--- src/pkg/bms_cfg.svh ---
// Purpose: Constants of the boot mode stream decoder
// Assumes: Reference clock of 100 MHz drives clk_sys
// Notes:   Bit positions count from stream position 0
//
// Summary of operation
// [RULE_01] Source sends zero at positions 0, 15-255
// [RULE_02] Bits 4:1 pick writeback pattern, 9-15 reserved
// [RULE_03] Bits 7:5 give multiplier code plus two
// [RULE_04] Bit 8 one means big endian
// [RULE_05] Bits 10:9 pick write protocol, 01 reserved
// [RULE_06] Bit 11 suppresses timer interrupt on line 5
// [RULE_07] Bit 12 one selects 32-bit multiplexed bus
// [RULE_08] Bits 14:13 pick output driver strength
// [RULE_09] Read exactly 256 bits after supply-good
// [RULE_10] Position 0 first at supply-good, 255 last
// [RULE_11] Mode clock is reference clock divided by 256
// [RULE_12] Mode clock keeps running, no further sampling
// [RULE_13] Outputs hold until next supply-good; valid flag
`ifndef BMS_CFG_SVH
`define BMS_CFG_SVH

// ----------------------------------------------------------------
// Stream layout
// ----------------------------------------------------------------
`define BMS_POS_RSVD0     0
`define BMS_POS_WB_LO     1
`define BMS_POS_WB_HI     4
`define BMS_POS_MULT_LO   5
`define BMS_POS_MULT_HI   7
`define BMS_POS_ENDIAN    8
`define BMS_POS_WP_LO     9
`define BMS_POS_WP_HI     10
`define BMS_POS_TIMER     11
`define BMS_POS_WIDTH     12
`define BMS_POS_DRV_LO    13
`define BMS_POS_DRV_HI    14
`define BMS_POS_RSVD_LO   15
`define BMS_STREAM_LEN    256

// ----------------------------------------------------------------
// Codes and values
// ----------------------------------------------------------------
`define BMS_WB_MAX        4'h8
`define BMS_MULT_OFS      4'h2
`define BMS_MULT_RSVD     3'h7
`define BMS_DRV_FULL      2'h2
`define BMS_DRV_83        2'h3
`define BMS_DRV_67        2'h0
`define BMS_DRV_50        2'h1
`define BMS_PCT_FULL      7'h64
`define BMS_PCT_83        7'h53
`define BMS_PCT_67        7'h43
`define BMS_PCT_50        7'h32

// ----------------------------------------------------------------
// Timing
// ----------------------------------------------------------------
`define BMS_CLK_PERIOD_NS   10
`define BMS_MCLK_PERIOD_NS  2560
`define BMS_MCLK_DIV        (`BMS_MCLK_PERIOD_NS / `BMS_CLK_PERIOD_NS)

`endif

--- src/pkg/bms_pkg.sv ---
// Purpose: Types of the boot mode stream decoder
// Assumes: Nothing
// Notes:   Constants live in bms_cfg.svh
package bms_pkg;

  typedef enum logic [1:0] {
    BMS_WP_LEGACY    = 2'h0,
    BMS_WP_RESERVED  = 2'h1,
    BMS_WP_PIPELINED = 2'h2,
    BMS_WP_REISSUE   = 2'h3
  } bms_wproto_e;

  typedef enum logic [1:0] {
    BMS_IDLE,
    BMS_CAPTURE,
    BMS_DONE
  } bms_state_e;

  typedef struct packed {
    logic [3:0]  wb_code;
    logic [3:0]  clk_mult;
    logic        big_endian;
    bms_wproto_e write_proto;
    logic        timer_int_off;
    logic        bus_32;
    logic [1:0]  drive_code;
    logic [6:0]  drive_pct;
  } bms_cfg_s;

  typedef struct packed {
    bms_state_e  state;
    logic        sg;
    logic [7:0]  cnt;
    logic [14:0] bits;
    logic        rsvd_bit;
    logic        valid;
    logic        code_err;
    logic        bit_err;
    bms_cfg_s    cfg;
  } bms_dec_s;

endpackage

--- src/rtl/bms_decoder.sv ---
// Purpose: Captures and decodes the serial boot mode stream
// Assumes: Source changes data while the mode clock is low
// Notes:   Bits are sampled on each mode clock rising edge while capturing
`include "bms_cfg.svh"
`timescale 1ns/100ps
`default_nettype none
module bms_decoder
  import bms_pkg::*;
#(
  parameter int STREAM_LEN = `BMS_STREAM_LEN,
  parameter int MCLK_DIV   = `BMS_MCLK_DIV
) (
  // Clock and reset
  input  wire logic      clk_sys,
  input  wire logic      rst,
  // Power and serial stream
  input  wire logic      supply_good,
  input  wire logic      mode_serial_in,
  output logic           mode_serial_clock,
  // Decoded configuration
  output var bms_cfg_s   cfg_out,
  output logic           cfg_valid,
  output logic           cfg_code_err,
  output logic           cfg_bit_err
);

  if (STREAM_LEN <= `BMS_POS_DRV_HI + 1 || STREAM_LEN > 256) begin : g_bad_len
    $error("bms_decoder: STREAM_LEN must lie in 16..256");
  end

  if (MCLK_DIV > 256) begin : g_bad_div
    $error("bms_decoder: MCLK_DIV must not exceed 256");
  end

  bms_dec_s q;
  bms_dec_s d;
  logic     sample_en;
  logic     mclk_q;
  logic     start;

  // ----------------------------------------------------------------
  // Mode clock
  // ----------------------------------------------------------------
  bms_mclk_div #(
    .DIV (MCLK_DIV)
  ) u_div (
    .clk_sys    (clk_sys),
    .rst        (rst),
    .mclk       (mclk_q),
    .rise_pulse (sample_en)
  );

  // ----------------------------------------------------------------
  // Field decode
  // ----------------------------------------------------------------
  function automatic bms_cfg_s decode(input logic [14:0] b);
    bms_cfg_s c;
    c             = '0;
    c.wb_code     = b[`BMS_POS_WB_HI:`BMS_POS_WB_LO]; // see [RULE_02]
    if (b[`BMS_POS_MULT_HI:`BMS_POS_MULT_LO] == `BMS_MULT_RSVD) begin
      c.clk_mult = 4'h0;
    end else begin
      c.clk_mult = {1'b0, b[`BMS_POS_MULT_HI:`BMS_POS_MULT_LO]} + `BMS_MULT_OFS; // see [RULE_03]
    end
    c.big_endian    = b[`BMS_POS_ENDIAN]; // see [RULE_04]
    c.write_proto   = bms_wproto_e'(b[`BMS_POS_WP_HI:`BMS_POS_WP_LO]); // see [RULE_05]
    c.timer_int_off = b[`BMS_POS_TIMER]; // see [RULE_06]
    c.bus_32        = b[`BMS_POS_WIDTH]; // see [RULE_07]
    c.drive_code    = b[`BMS_POS_DRV_HI:`BMS_POS_DRV_LO]; // see [RULE_08]
    case (c.drive_code)
      `BMS_DRV_FULL: c.drive_pct = `BMS_PCT_FULL;
      `BMS_DRV_83:   c.drive_pct = `BMS_PCT_83;
      `BMS_DRV_67:   c.drive_pct = `BMS_PCT_67;
      default:       c.drive_pct = `BMS_PCT_50;
    endcase
    return c;
  endfunction

  function automatic logic code_bad(input logic [14:0] b);
    logic bad;
    bad = (b[`BMS_POS_WB_HI:`BMS_POS_WB_LO] > `BMS_WB_MAX)
        | (b[`BMS_POS_MULT_HI:`BMS_POS_MULT_LO] == `BMS_MULT_RSVD)
        | (b[`BMS_POS_WP_HI:`BMS_POS_WP_LO] == BMS_WP_RESERVED);
    return bad;
  endfunction

  // ----------------------------------------------------------------
  // Capture sequence
  // ----------------------------------------------------------------
  always_comb begin
    d     = q;
    d.sg  = supply_good;
    start = supply_good & ~q.sg;
    case (q.state)
      BMS_IDLE: begin
        d.state = BMS_IDLE;
      end
      BMS_CAPTURE: begin
        if (sample_en) begin
          if (q.cnt < 8'(`BMS_POS_RSVD_LO)) begin
            d.bits[q.cnt[3:0]] = mode_serial_in; // see [RULE_10]
          end else if (mode_serial_in) begin
            d.rsvd_bit = 1'b1; // see [RULE_01]
          end
          d.cnt = q.cnt + 8'h01;
          if (q.cnt == 8'(STREAM_LEN - 1)) begin
            d.state    = BMS_DONE; // see [RULE_09]
            d.valid    = 1'b1; // see [RULE_13]
            d.cfg      = decode(d.bits);
            d.code_err = code_bad(d.bits);
            d.bit_err  = d.rsvd_bit | d.bits[`BMS_POS_RSVD0]; // see [RULE_01]
          end
        end
      end
      BMS_DONE: begin
        d.state = BMS_DONE; // see [RULE_12]
      end
      default: begin
        d.state = BMS_IDLE;
      end
    endcase
    if (start) begin
      d.state    = BMS_CAPTURE; // see [RULE_09]
      d.cnt      = 8'h00;
      d.bits     = 15'h0000;
      d.rsvd_bit = 1'b0;
      d.valid    = 1'b0; // see [RULE_13]
    end
  end

  always_ff @(posedge clk_sys or posedge rst) begin
    if (rst) begin
      q <= '0;
    end else begin
      q <= d;
    end
  end

  // ----------------------------------------------------------------
  // Outputs
  // ----------------------------------------------------------------
  assign mode_serial_clock = mclk_q; // see [RULE_12]
  assign cfg_out           = q.cfg;
  assign cfg_valid         = q.valid;
  assign cfg_code_err      = q.code_err;
  assign cfg_bit_err       = q.bit_err;

  // ----------------------------------------------------------------
  // Checks
  // ----------------------------------------------------------------
  logic       mclk_prev_q;
  logic [8:0] phase_len_q;

  // Cycles spent in the current mode clock phase
  always_ff @(posedge clk_sys or posedge rst) begin
    if (rst) begin
      mclk_prev_q <= 1'b0;
      phase_len_q <= 9'h000;
    end else begin
      mclk_prev_q <= mode_serial_clock;
      if (mode_serial_clock != mclk_prev_q) begin
        phase_len_q <= 9'h001;
      end else begin
        phase_len_q <= phase_len_q + 9'h001;
      end
    end
  end
endmodule // bms_decoder
`default_nettype wire

--- src/rtl/bms_mclk_div.sv ---
// Purpose: Free-running divider making the serial mode clock
// Assumes: DIV even; output high in the second half of a period
// Notes:   rise_pulse marks the cycle the clock goes high
`timescale 1ns/100ps
`default_nettype none
module bms_mclk_div #(
  parameter int DIV = 256
) (
  // Clock and reset
  input  wire logic clk_sys,
  input  wire logic rst,
  // Divided clock
  output logic      mclk,
  output logic      rise_pulse
);
  localparam int W = $clog2(DIV);

  if (DIV < 2 || (DIV % 2) != 0) begin : g_bad_div
    $error("bms_mclk_div: DIV must be even and at least 2");
  end

  typedef struct packed {
    logic [W-1:0] cnt;
    logic         mclk;
    logic         rise;
  } bms_div_s;

  bms_div_s q;
  bms_div_s d;

  // ----------------------------------------------------------------
  // Divider
  // ----------------------------------------------------------------
  always_comb begin
    d      = q;
    d.cnt  = (q.cnt == W'(DIV - 1)) ? '0 : q.cnt + W'(1); // see [RULE_11]
    d.mclk = (d.cnt >= W'(DIV / 2));
    d.rise = d.mclk & ~q.mclk;
  end

  always_ff @(posedge clk_sys or posedge rst) begin
    if (rst) begin
      q <= '0;
    end else begin
      q <= d;
    end
  end

  assign mclk       = q.mclk;
  assign rise_pulse = q.rise;

  // Fixed 128-cycle halves only hold at the default ratio
  if (DIV == 256) begin : g_chk_256

  end
endmodule // bms_mclk_div
`default_nettype wire

--- config.mk ---
export PLATFORM = sky130hd
export DESIGN_NAME = bms_decoder
export DESIGN_NICKNAME = d
export VERILOG_FILES = /design/src/pkg/bms_pkg.sv /design/src/rtl/bms_decoder.sv /design/src/rtl/bms_mclk_div.sv
export VERILOG_INCLUDE_DIRS = /design/src /design/src/pkg
export SDC_FILE = /design/constraint.sdc
export NUM_CORES = 1
export LEC_CHECK = 0
export BUFFER_PORTS_ARGS = -buffer_cell sky130_fd_sc_hd__buf_4
export CORE_MARGIN = 4
export CORE_UTILIZATION = 35
export DETAILED_ROUTE_END_ITERATION = 8
export MAX_ROUTING_LAYER = met4
export SETUP_SLACK_MARGIN = 0.2
export SYNTH_ARGS = -nofsm -noshare
export SYNTH_HDL_FRONTEND = slang
export SYNTH_HIERARCHICAL = 1
export SYNTH_SLANG_ARGS = --single-unit
--- constraint.sdc ---
create_clock -name clk_sys -period 3 [get_ports clk_sys]
set_input_delay 0.6 -clock clk_sys [delete_from_list [all_inputs] [get_ports clk_sys]]
set_output_delay 0.6 -clock clk_sys [all_outputs]
set_load 0.03 [all_outputs]
**Word-level counts from Yosys, hierarchy flattened**

Cells that the tools add are included.

- Register bits: 62
- Input port bits: 4
- Output and inout bits: 26
- Logic and storage cells: 74

- Add/subtract/negate cells: 3
- Order comparisons: 5
- Equality and inequality tests: 10
- Muxes and demuxes: 21
- Bitwise logic cells: 7
- Reductions and logical operators: 9

Operators with widths:

| kind | count |
|---|---|
| 49-bit 2-to-1 mux | 2 |
| 25-bit 2-to-1 mux | 2 |
| 15-bit 2-to-1 mux | 3 |
| 7-bit one-hot mux with 3 select lines | 1 |
| 8-bit by 1-bit adder with 8-bit output, second input constant | 2 |
| 8-bit == test, second input constant | 2 |
| 15-bit bitwise mux | 1 |
| 8-bit >= comparator, second input constant | 1 |
| 8-bit by 4-bit less-than comparator with 1-bit output, second input constant | 1 |
| 8-bit 2-to-1 mux | 1 |
| 2-bit == test, second input constant | 3 |
| 2-bit 2-to-1 mux | 3 |
| 3-bit AND reduction | 2 |
| 2-bit nonzero test | 3 |
| 4-bit by 5-bit less-than comparator with 1-bit output, second input constant | 1 |
| 1-bit 2-to-1 mux | 5 |
| 3-bit by 2-bit adder with 4-bit output, second input constant | 1 |
| 1-bit demux with 4-bit select | 1 |
| 2-bit by 1-bit == test with 1-bit output, second input constant | 2 |
| 4-bit by 1-bit >= comparator with 1-bit output, second input constant | 1 |
| 4-bit greater-than comparator, second input constant | 1 |
| 4-bit 2-to-1 mux | 1 |
| 2-bit one-hot mux with 2 select lines | 1 |
| 2-bit AND reduction | 2 |
| 8 further kinds | 12 |

**Depth between registers and ports, before layout**

Gate-level depths: netlist of run 1.

- Depth in word-level cells: 15
- Gate-level depth with buffers: 10
- Mapped depth without buffers: 8

**Cells and area by module**

The synthesis of run 1 kept the hierarchy.

Modules (own cells, without submodules):

| module | instances | cells each | area each (sq um) | sequential area each (sq um) |
|---|---|---|---|---|
| bms_decoder | 1 | 286 | 2776.4 | 1276.2 |
| bms_mclk_div | 1 | 37 | 431.7 | 250.2 |

**Least setup slack after synthesis of run 1**

No wires, ideal clock.

- Kind: reg2reg
- Start: register q[48] (netlist bit)
- End: register q, in the netlist cfg_out[4]
- Setup time: 0.120 ns
- Arrival: 1.955 ns
- Data required time: 2.880 ns
- Setup slack: 0.924 ns
- Cell stages (with the launch flop): 9
- Path buffers: 0
- Clock period less this slack: 2.076 ns
- Cell sequence: dfrtp_1 nor4_4 nor3b_4 nand2_1 mux2i_2 inv_1 ha_1 o21ai_0 nand2_1

- Longest elaborated chain between the ends: 6
- Elaborated cells on any way between the ends: 10
- Those cells by class: 1 x order compare; 3 x eq/ne; 4 x mux; 2 x reduce/logical

Ends and longest elaborated chain:

| what | line | RTL |
|---|---|---|
| start: declaration | bms_decoder.sv:35 | `bms_dec_s q;` |
| start signal: assignment | bms_decoder.sv:133 | `q <= '0;` |
| start signal: assignment | bms_decoder.sv:135 | `q <= d;` |
| 8-bit by 4-bit less-than comparator with 1-bit output | bms_decoder.sv:100 | `` if (q.cnt < 8'(`BMS_POS_RSVD_LO)) begin `` |
| 15-bit 2-to-1 mux | bms_decoder.sv:100 |  |
| 15-bit 2-to-1 mux | bms_decoder.sv:99 | `if (sample_en) begin` |
| 15-bit 2-to-1 mux | bms_decoder.sv:94 | `case (q.state)` |
| 2-bit == test / 2-bit logical NOT (equally long branches) | bms_decoder.sv:70 | `case (c.drive_code)` |
| 7-bit one-hot mux with 3 select lines | bms_decoder.sv:70 |  |

Several ways; a longest one is shown, not always the timed one. The select of a mux whose other input is x is not followed.
A chain may end at the register's enable or synchronous reset.

**Worst setup path after layout of run 1**

Same ends and word-level chain as after synthesis.

==> flow_summary.yaml, run 1 <==
status:
  status: "completed"
synthesis:
  mappedNetlistArea_um2: 3210
  synth_top_cells_by_area: "sky130_fd_sc_hd__dfrtp_1 (48%), sky130_fd_sc_hd__mux2i_1 (6.2%), sky130_fd_sc_hd__buf_4 (5.4%), sky130_fd_sc_hd__nand2_1 (5.3%), sky130_fd_sc_hd__ha_1 (4.3%)"
  synthArstFlopShare: 1.00
  synth_xor_xnor_area_share: 0.0218
  synth_common_cells: "sky130_fd_sc_hd__dfrtp_1 (61), sky130_fd_sc_hd__nand2_1 (45), sky130_fd_sc_hd__nor2_1 (28)"
  synthesis.nets: 338
  synth.most_common_cell: "sky130_fd_sc_hd__dfrtp_1"
  synth_cell_type_count: 48
  ys_dominant_reg_cell: "sky130_fd_sc_hd__dfrtp_1"
  postSynthRegisterBits: 61
  synth_enable_flop_cells: 0
  ys.warnings.count: 6
  fraction_of_the_mapped_netlist_area_in_compound_gates: 0.108
  synth_top_family_by_area: "simple AND/OR/NAND/NOR gates"
  syn-instance-count: 323
  synth_top_area_frac: 0.476
  yosys.area_share.adder: 0.0429
  ys_seq_area_frac: 0.476
  synth_area_per_cell_um2: 9.93
  muxShareOfSynthArea: 0.0710
  synth_simple_gate_area_frac: 0.185
  yosys.area.top_type: "sky130_fd_sc_hd__dfrtp_1"
place:
  placed_cell_area_um2: 3340
  dp.cells: 425
  dp.final_hpwl_mm: 4.20
  placement.io_buffers: 28
  place_congestion: 0.826
  dp_worst_setup_slack_ns: 0.666
finish:
  proportion_of_layout_cells_with_a_drive_suffix_above_1: 0.189
  num-nets-final: 343
  instances_no_fill: 441
  diodes: 0
  layout.filler_cells: 880
  area.growth.synth_to_final_pct: 11.7
  fin_area_um2: 3580
clocking:
  cts_hold_repair.buffers: 0
  clkSlewWorstSetupHoldPaths_ns: 0.07
  cts-root-to-sink-buffers: 2
  cts_sinks: 61
  cts_resizes: 0
  tritoncts_buffer_count: 9
  cts_htree_levels: 3
  cts_setup_buffers: 0
  clock_insertion_delay_worst_skew_ns: 0.34
  tritoncts: "yes"
  ctsRootBufferMaster: "sky130_fd_sc_hd__clkbuf_8"
detailed_routing:
  detailroute.via_count: 2214
  vias_per_cell: 5.02
  totalWireLength_mm: 6.12
  drc_errors: 0
  first_iter_violations: 116
  drt_first_pass_iters: 4
  antenna_violating_nets_post_route: 0
  wl_per_cell_um: 13.9
sta:
  slew_headroom: 0.622
  timing_hold_violations_final: 0
  finalSetupViolations: 0
  finalMaxSlewViolations: 0
  setup_repair_after_global_routing_missed_its_margin: "false"
  max_freq_mhz: 429
  post-route-worst-setup-slack_ns: 0.671
  clock_skew_ns: 0.00879
  period_minus_slack_ns: 2.33
  finalSetupTns_ns: 0
  fin_crit_sh: 0.776
  tightestPinTransition_ns: 0.560
grt:
  grt_pass1_wl_mm: 10.6
  maximum_number_of_pins_on_one_net_before_global_route_repair: 37
  overflow: 0
  first_global_vias: 2219
  initial_antenna_violation_count: 0
  grtUsageTotal: 0.123
worst_setup_path:
  critical_path.cell_chain: "nor4_4 > nor3b_4 > nand2_1 > mux2i_2 > inv_1 > ha_1 > o21ai_0 > nand2_1"
  worstSetupStartpointType: "register"
  path_max_fanout: 8
  crit_path_top_delay_cell: "sky130_fd_sc_hd__nor4_4"
  end_kind: "register"
  cpMostUsedCell: "sky130_fd_sc_hd__nand2_1"
  cp.buffers_inverters: 1
  worst-setup-path-type: "register to register"
  arrival_ns: 2.57
  critical_path.max_stage_delay_ns: 0.48
  cp_top_family: "simple AND/OR/NAND/NOR gates"
  timing.critical_path.required_ns: 3.24
pwr:
  vdd_drop_max_mv: 0.278
  pwr_density_cell_nw_per_um2: 503
  power.total_mw: 1.80
  static-leakage-power_nw: 1.72
die:
  dieArea_um2: 10800
  io_pins: 30
  design.core.area_um2: 8810
  fp-row-count: 34
  die_y_um: 104
  die-width_um: 104
  initial_core_util: 0.364
worst_hold_path:
  timing.hold.worst.class: "input port to asynchronous set/reset pin"
flow_run:
  max_cap_viol_count: 0
==> per-stage QoR <==
stage / utilization / hold slack [ns]
after floorplan: - / 0.439
after global placement: 0.379 / 0.429
after detailed placement: 0.379 / 0.431
after CTS: 0.407 / 0.196
after global routing: 0.407 / 0.210
final: 0.407 / 0.199
==> registers in the layout (all words and copies together), names as in the netlist <==
register,flops
cfg_valid,1
cfg_code_err,1
u_div/rise_pulse,1
u_div/mclk,1
cfg_bit_err,1
cfg_out,21
q,27
u_div/q,8
==> kinds of logic (layout without fill, tap and decap cells) <==
logic type | after synthesis | in the layout
AND/OR/NAND/NOR | 116 | 116
flip-flops | 61 | 61
AO/OA/AOI/OAI | 53 | 53
buffers and inverters | 51 | 61
multiplexers | 22 | 22
adder cells (fa/ha/maj) | 11 | 11
XOR/XNOR | 8 | 8
other | 1 | 1
==> cells in the final DEF, fill, tap and decap left out, drive strengths merged, types with 7 or more instances in the layout <==
master and count:
a211oi 11, dfrtp 61, nand2 45, o21ai 19, inv 11, a21oi 7
mux2i 22, clkbuf 10, nor2 28, nand3 14, ha 11, buf 34
==> cell type report <==
cell class,count,area (µm²),share of cell area
clock buffer,10,138,0.0384
clock inverter,6,110,0.0307
inverter,11,41.3,0.0115
multi-input combinational,211,1380,0.385
sequential,61,1530,0.426
tap,108,135,0.0377
timing repair buffer,34,255,0.0712
==> final timing paths <==
path | end | depth (start not counted) | slack [ns] | start
min | q[44] | 2 | 0.20 | rst
max in group asynchronous | q[30] | 3 | 2.17 | rst
max | cfg_out[4] | 8 | 0.67 | q[48]
min in group clk_sys | q[49] | 1 | 0.37 | supply_good
min reg2reg | u_div/rise_pulse | 1 | 0.44 | u_div/mclk
max reg2reg | cfg_out[4] | 8 | 0.67 | q[48]
==> metal layers <==
| metal | vias up | share of wire | global-route usage |
|---|---|---|---|
| met4 | 0 | 0.014 | 0.0370 |
| met2 | 36 | 0.44 | 0.190 |
| met5 | - | 0 | - |
| met3 | 11 | 0.042 | 0.0392 |
| li1 | 1107 | - | - |
| met1 | 1060 | 0.50 | 0.157 |
==> report_power, final <==
group          switching (mW)  internal, mW  total (mW)
Clock                   0.334         0.573       0.907
Sequential            0.00465         0.832       0.836
Combinational          0.0423        0.0181      0.0605
Total                   0.381          1.42        1.80
Power figures use the tool's default switching activity.
==> inputs of run 2 (changes only) <==
Clock period 3 ns to 2.35 ns, I/O delays scaled along.
==> flow_summary.yaml, run 2 (synthesis gave the netlist of run 1 again) <==
worst_setup_path:
  critical_path.max_stage_delay_ns: 0.45
  path_max_fanout: 6
  end_kind: "register"
  timing.critical_path.required_ns: 2.57
  arrival_ns: 2.26
  crit_path_top_delay_cell: "sky130_fd_sc_hd__dfrtp_2"
  worstSetupStartpointType: "register"
  critical_path.cell_chain: "nor4_4 > and2_4 > nand2_1 > mux2i_1 > inv_1 > ha_1 > a22o_1"
  worst-setup-path-type: "register to register"
detailed_routing:
  totalWireLength_mm: 6.28
  wl_per_cell_um: 14.0
  detailroute.via_count: 2257
  vias_per_cell: 5.03
  antenna_violating_nets_post_route: 0
  first_iter_violations: 126
  drt_first_pass_iters: 4
  drc_errors: 0
finish:
  proportion_of_layout_cells_with_a_drive_suffix_above_1: 0.226
  final_cell_mix: "sky130_fd_sc_hd__dfrtp_1 (57), sky130_fd_sc_hd__nand2_1 (44), sky130_fd_sc_hd__buf_4 (42)"
  layout.filler_cells: 853
  sequential_cell_area_um2: 1530
  area.growth.synth_to_final_pct: 12.6
  num-nets-final: 351
  largest_register_ffs: 27
  fin_area_um2: 3610
  registers.top_by_ff_count: "q"
  layout_commonest_cell: "sky130_fd_sc_hd__dfrtp_1"
  diodes: 0
  multiInputGateArea_um2: 1400
clocking:
  ctsRootBufferMaster: "sky130_fd_sc_hd__clkbuf_8"
  tritoncts_buffer_count: 9
  cts-root-to-sink-buffers: 2
  cts_sinks: 61
  clock_insertion_delay_worst_skew_ns: 0.33
  cts_htree_levels: 3
  tritoncts: "yes"
  clkSlewWorstSetupHoldPaths_ns: 0.07
grt:
  grt_util_met1: 0.172
  grtUsageTotal: 0.131
  grt_met2_usage: 0.194
  initial_antenna_violation_count: 0
  first_global_vias: 2286
  maximum_number_of_pins_on_one_net_before_global_route_repair: 37
  grt_pass1_wl_mm: 11.2
  overflow: 0
  globalRouteMet3Util: 0.0379
  gr-max-usage-layer: "met2"
place:
  placed_cell_area_um2: 3370
  placement.io_buffers: 28
  place_congestion: 0.850
  dp.final_hpwl_mm: 4.39
sta:
  slew_headroom: 0.575
  setup_repair_after_global_routing_missed_its_margin: "true"
  clock_skew_ns: 0.0114
  timing_hold_violations_final: 0
  finalSetupTns_ns: 0
  fin_worst_hold_slack_ns: 0.124
  tightestPinTransition_ns: 0.630
  fin_crit_sh: 0.867
  finalMaxSlewViolations: 0
  finalSetupViolations: 0
  max_freq_mhz: 491
  period_minus_slack_ns: 2.04
die:
  initial_core_util: 0.364
  design.core.area_um2: 8810
  fp-row-count: 34
  die-width_um: 104
  io_pins: 30
  dieArea_um2: 10800
  die_y_um: 104
pwr:
  pwr_density_cell_nw_per_um2: 571
  vdd_drop_max_mv: 0.312
  static-leakage-power_nw: 1.73
status:
  status: "completed"
worst_hold_path:
  timing.hold.worst.class: "input port to asynchronous set/reset pin"
flow_run:
  max_cap_viol_count: 0
==> run 2: critical path, delay by kind of cell, from the launching register on <==
| family | cells | cell delay (ns) |
|---|---|---|
| and+or+nand+nor | 3 | 0.70 |
| adders and majority gates | 1 | 0.29 |
| AOI/OAI and AO/OA | 1 | 0.20 |
| muxes | 1 | 0.21 |
| DFF | 1 | 0.45 |
| buffers and inverters | 1 | 0.08 |
==> run 2: per-layer routing <==
metal / vias to the layer above / routed length [µm]
li1: 1122 / -
met5: - / 0
met4: 0 / 112
met3: 12 / 231
met2: 36 / 2810
met1: 1087 / 3120
==> run 2: path summary, 6_finish.rpt <==
path	from	to	slack, ns	cells after the start
min in group clk_sys	supply_good	q[49]	0.26	1
hold reg to reg	u_div/mclk	u_div/rise_pulse	0.43	1
max in group asynchronous	rst	q[46]	1.56	3
setup / recovery	q[46]	cfg_out[16]	0.31	7
hold / removal	rst	u_div/q[3]	0.12	2
setup reg to reg	q[46]	cfg_out[16]	0.31	7
==> run 2: final cells by class <==
type                       instances  area share
sequential                        61       0.424
multi-input combinational        211       0.386
timing repair buffer              42      0.0873
clock buffer                      12      0.0402
tap                              108      0.0374
clock inverter                     4      0.0132
inverter                          11      0.0114
==> run 2: what timing repair did <==
item	4_1_cts	5_1_grt
endpoints found under the setup margin	0	7
hold buffers	0	0
gates resized for setup	0	9
setup buffers	0	3
==> run 2: stage by stage <==
| step | util | setup WS (ns) | power (mW) | cells |
|---|---|---|---|---|
| after floorplan | - | 0.274 | 1.14 | 323 |
| after global placement | 0.383 | 0.300 | 1.17 | 430 |
| after detailed placement | 0.383 | 0.261 | 1.17 | 430 |
| after CTS | 0.405 | 0.244 | 2.09 | 446 |
| after global routing | 0.410 | 0.193 | 2.16 | 449 |
| final | 0.410 | 0.312 | 2.06 | 449 |
==> run 2: report_power, final <==
group	leakage [nW]	internal (mW)	switching, mW
clock	0.0964	0.516	0.397
sequential	0.719	1.06	0.00582
combinational	0.916	0.0235	0.0568
total	1.73	1.60	0.459
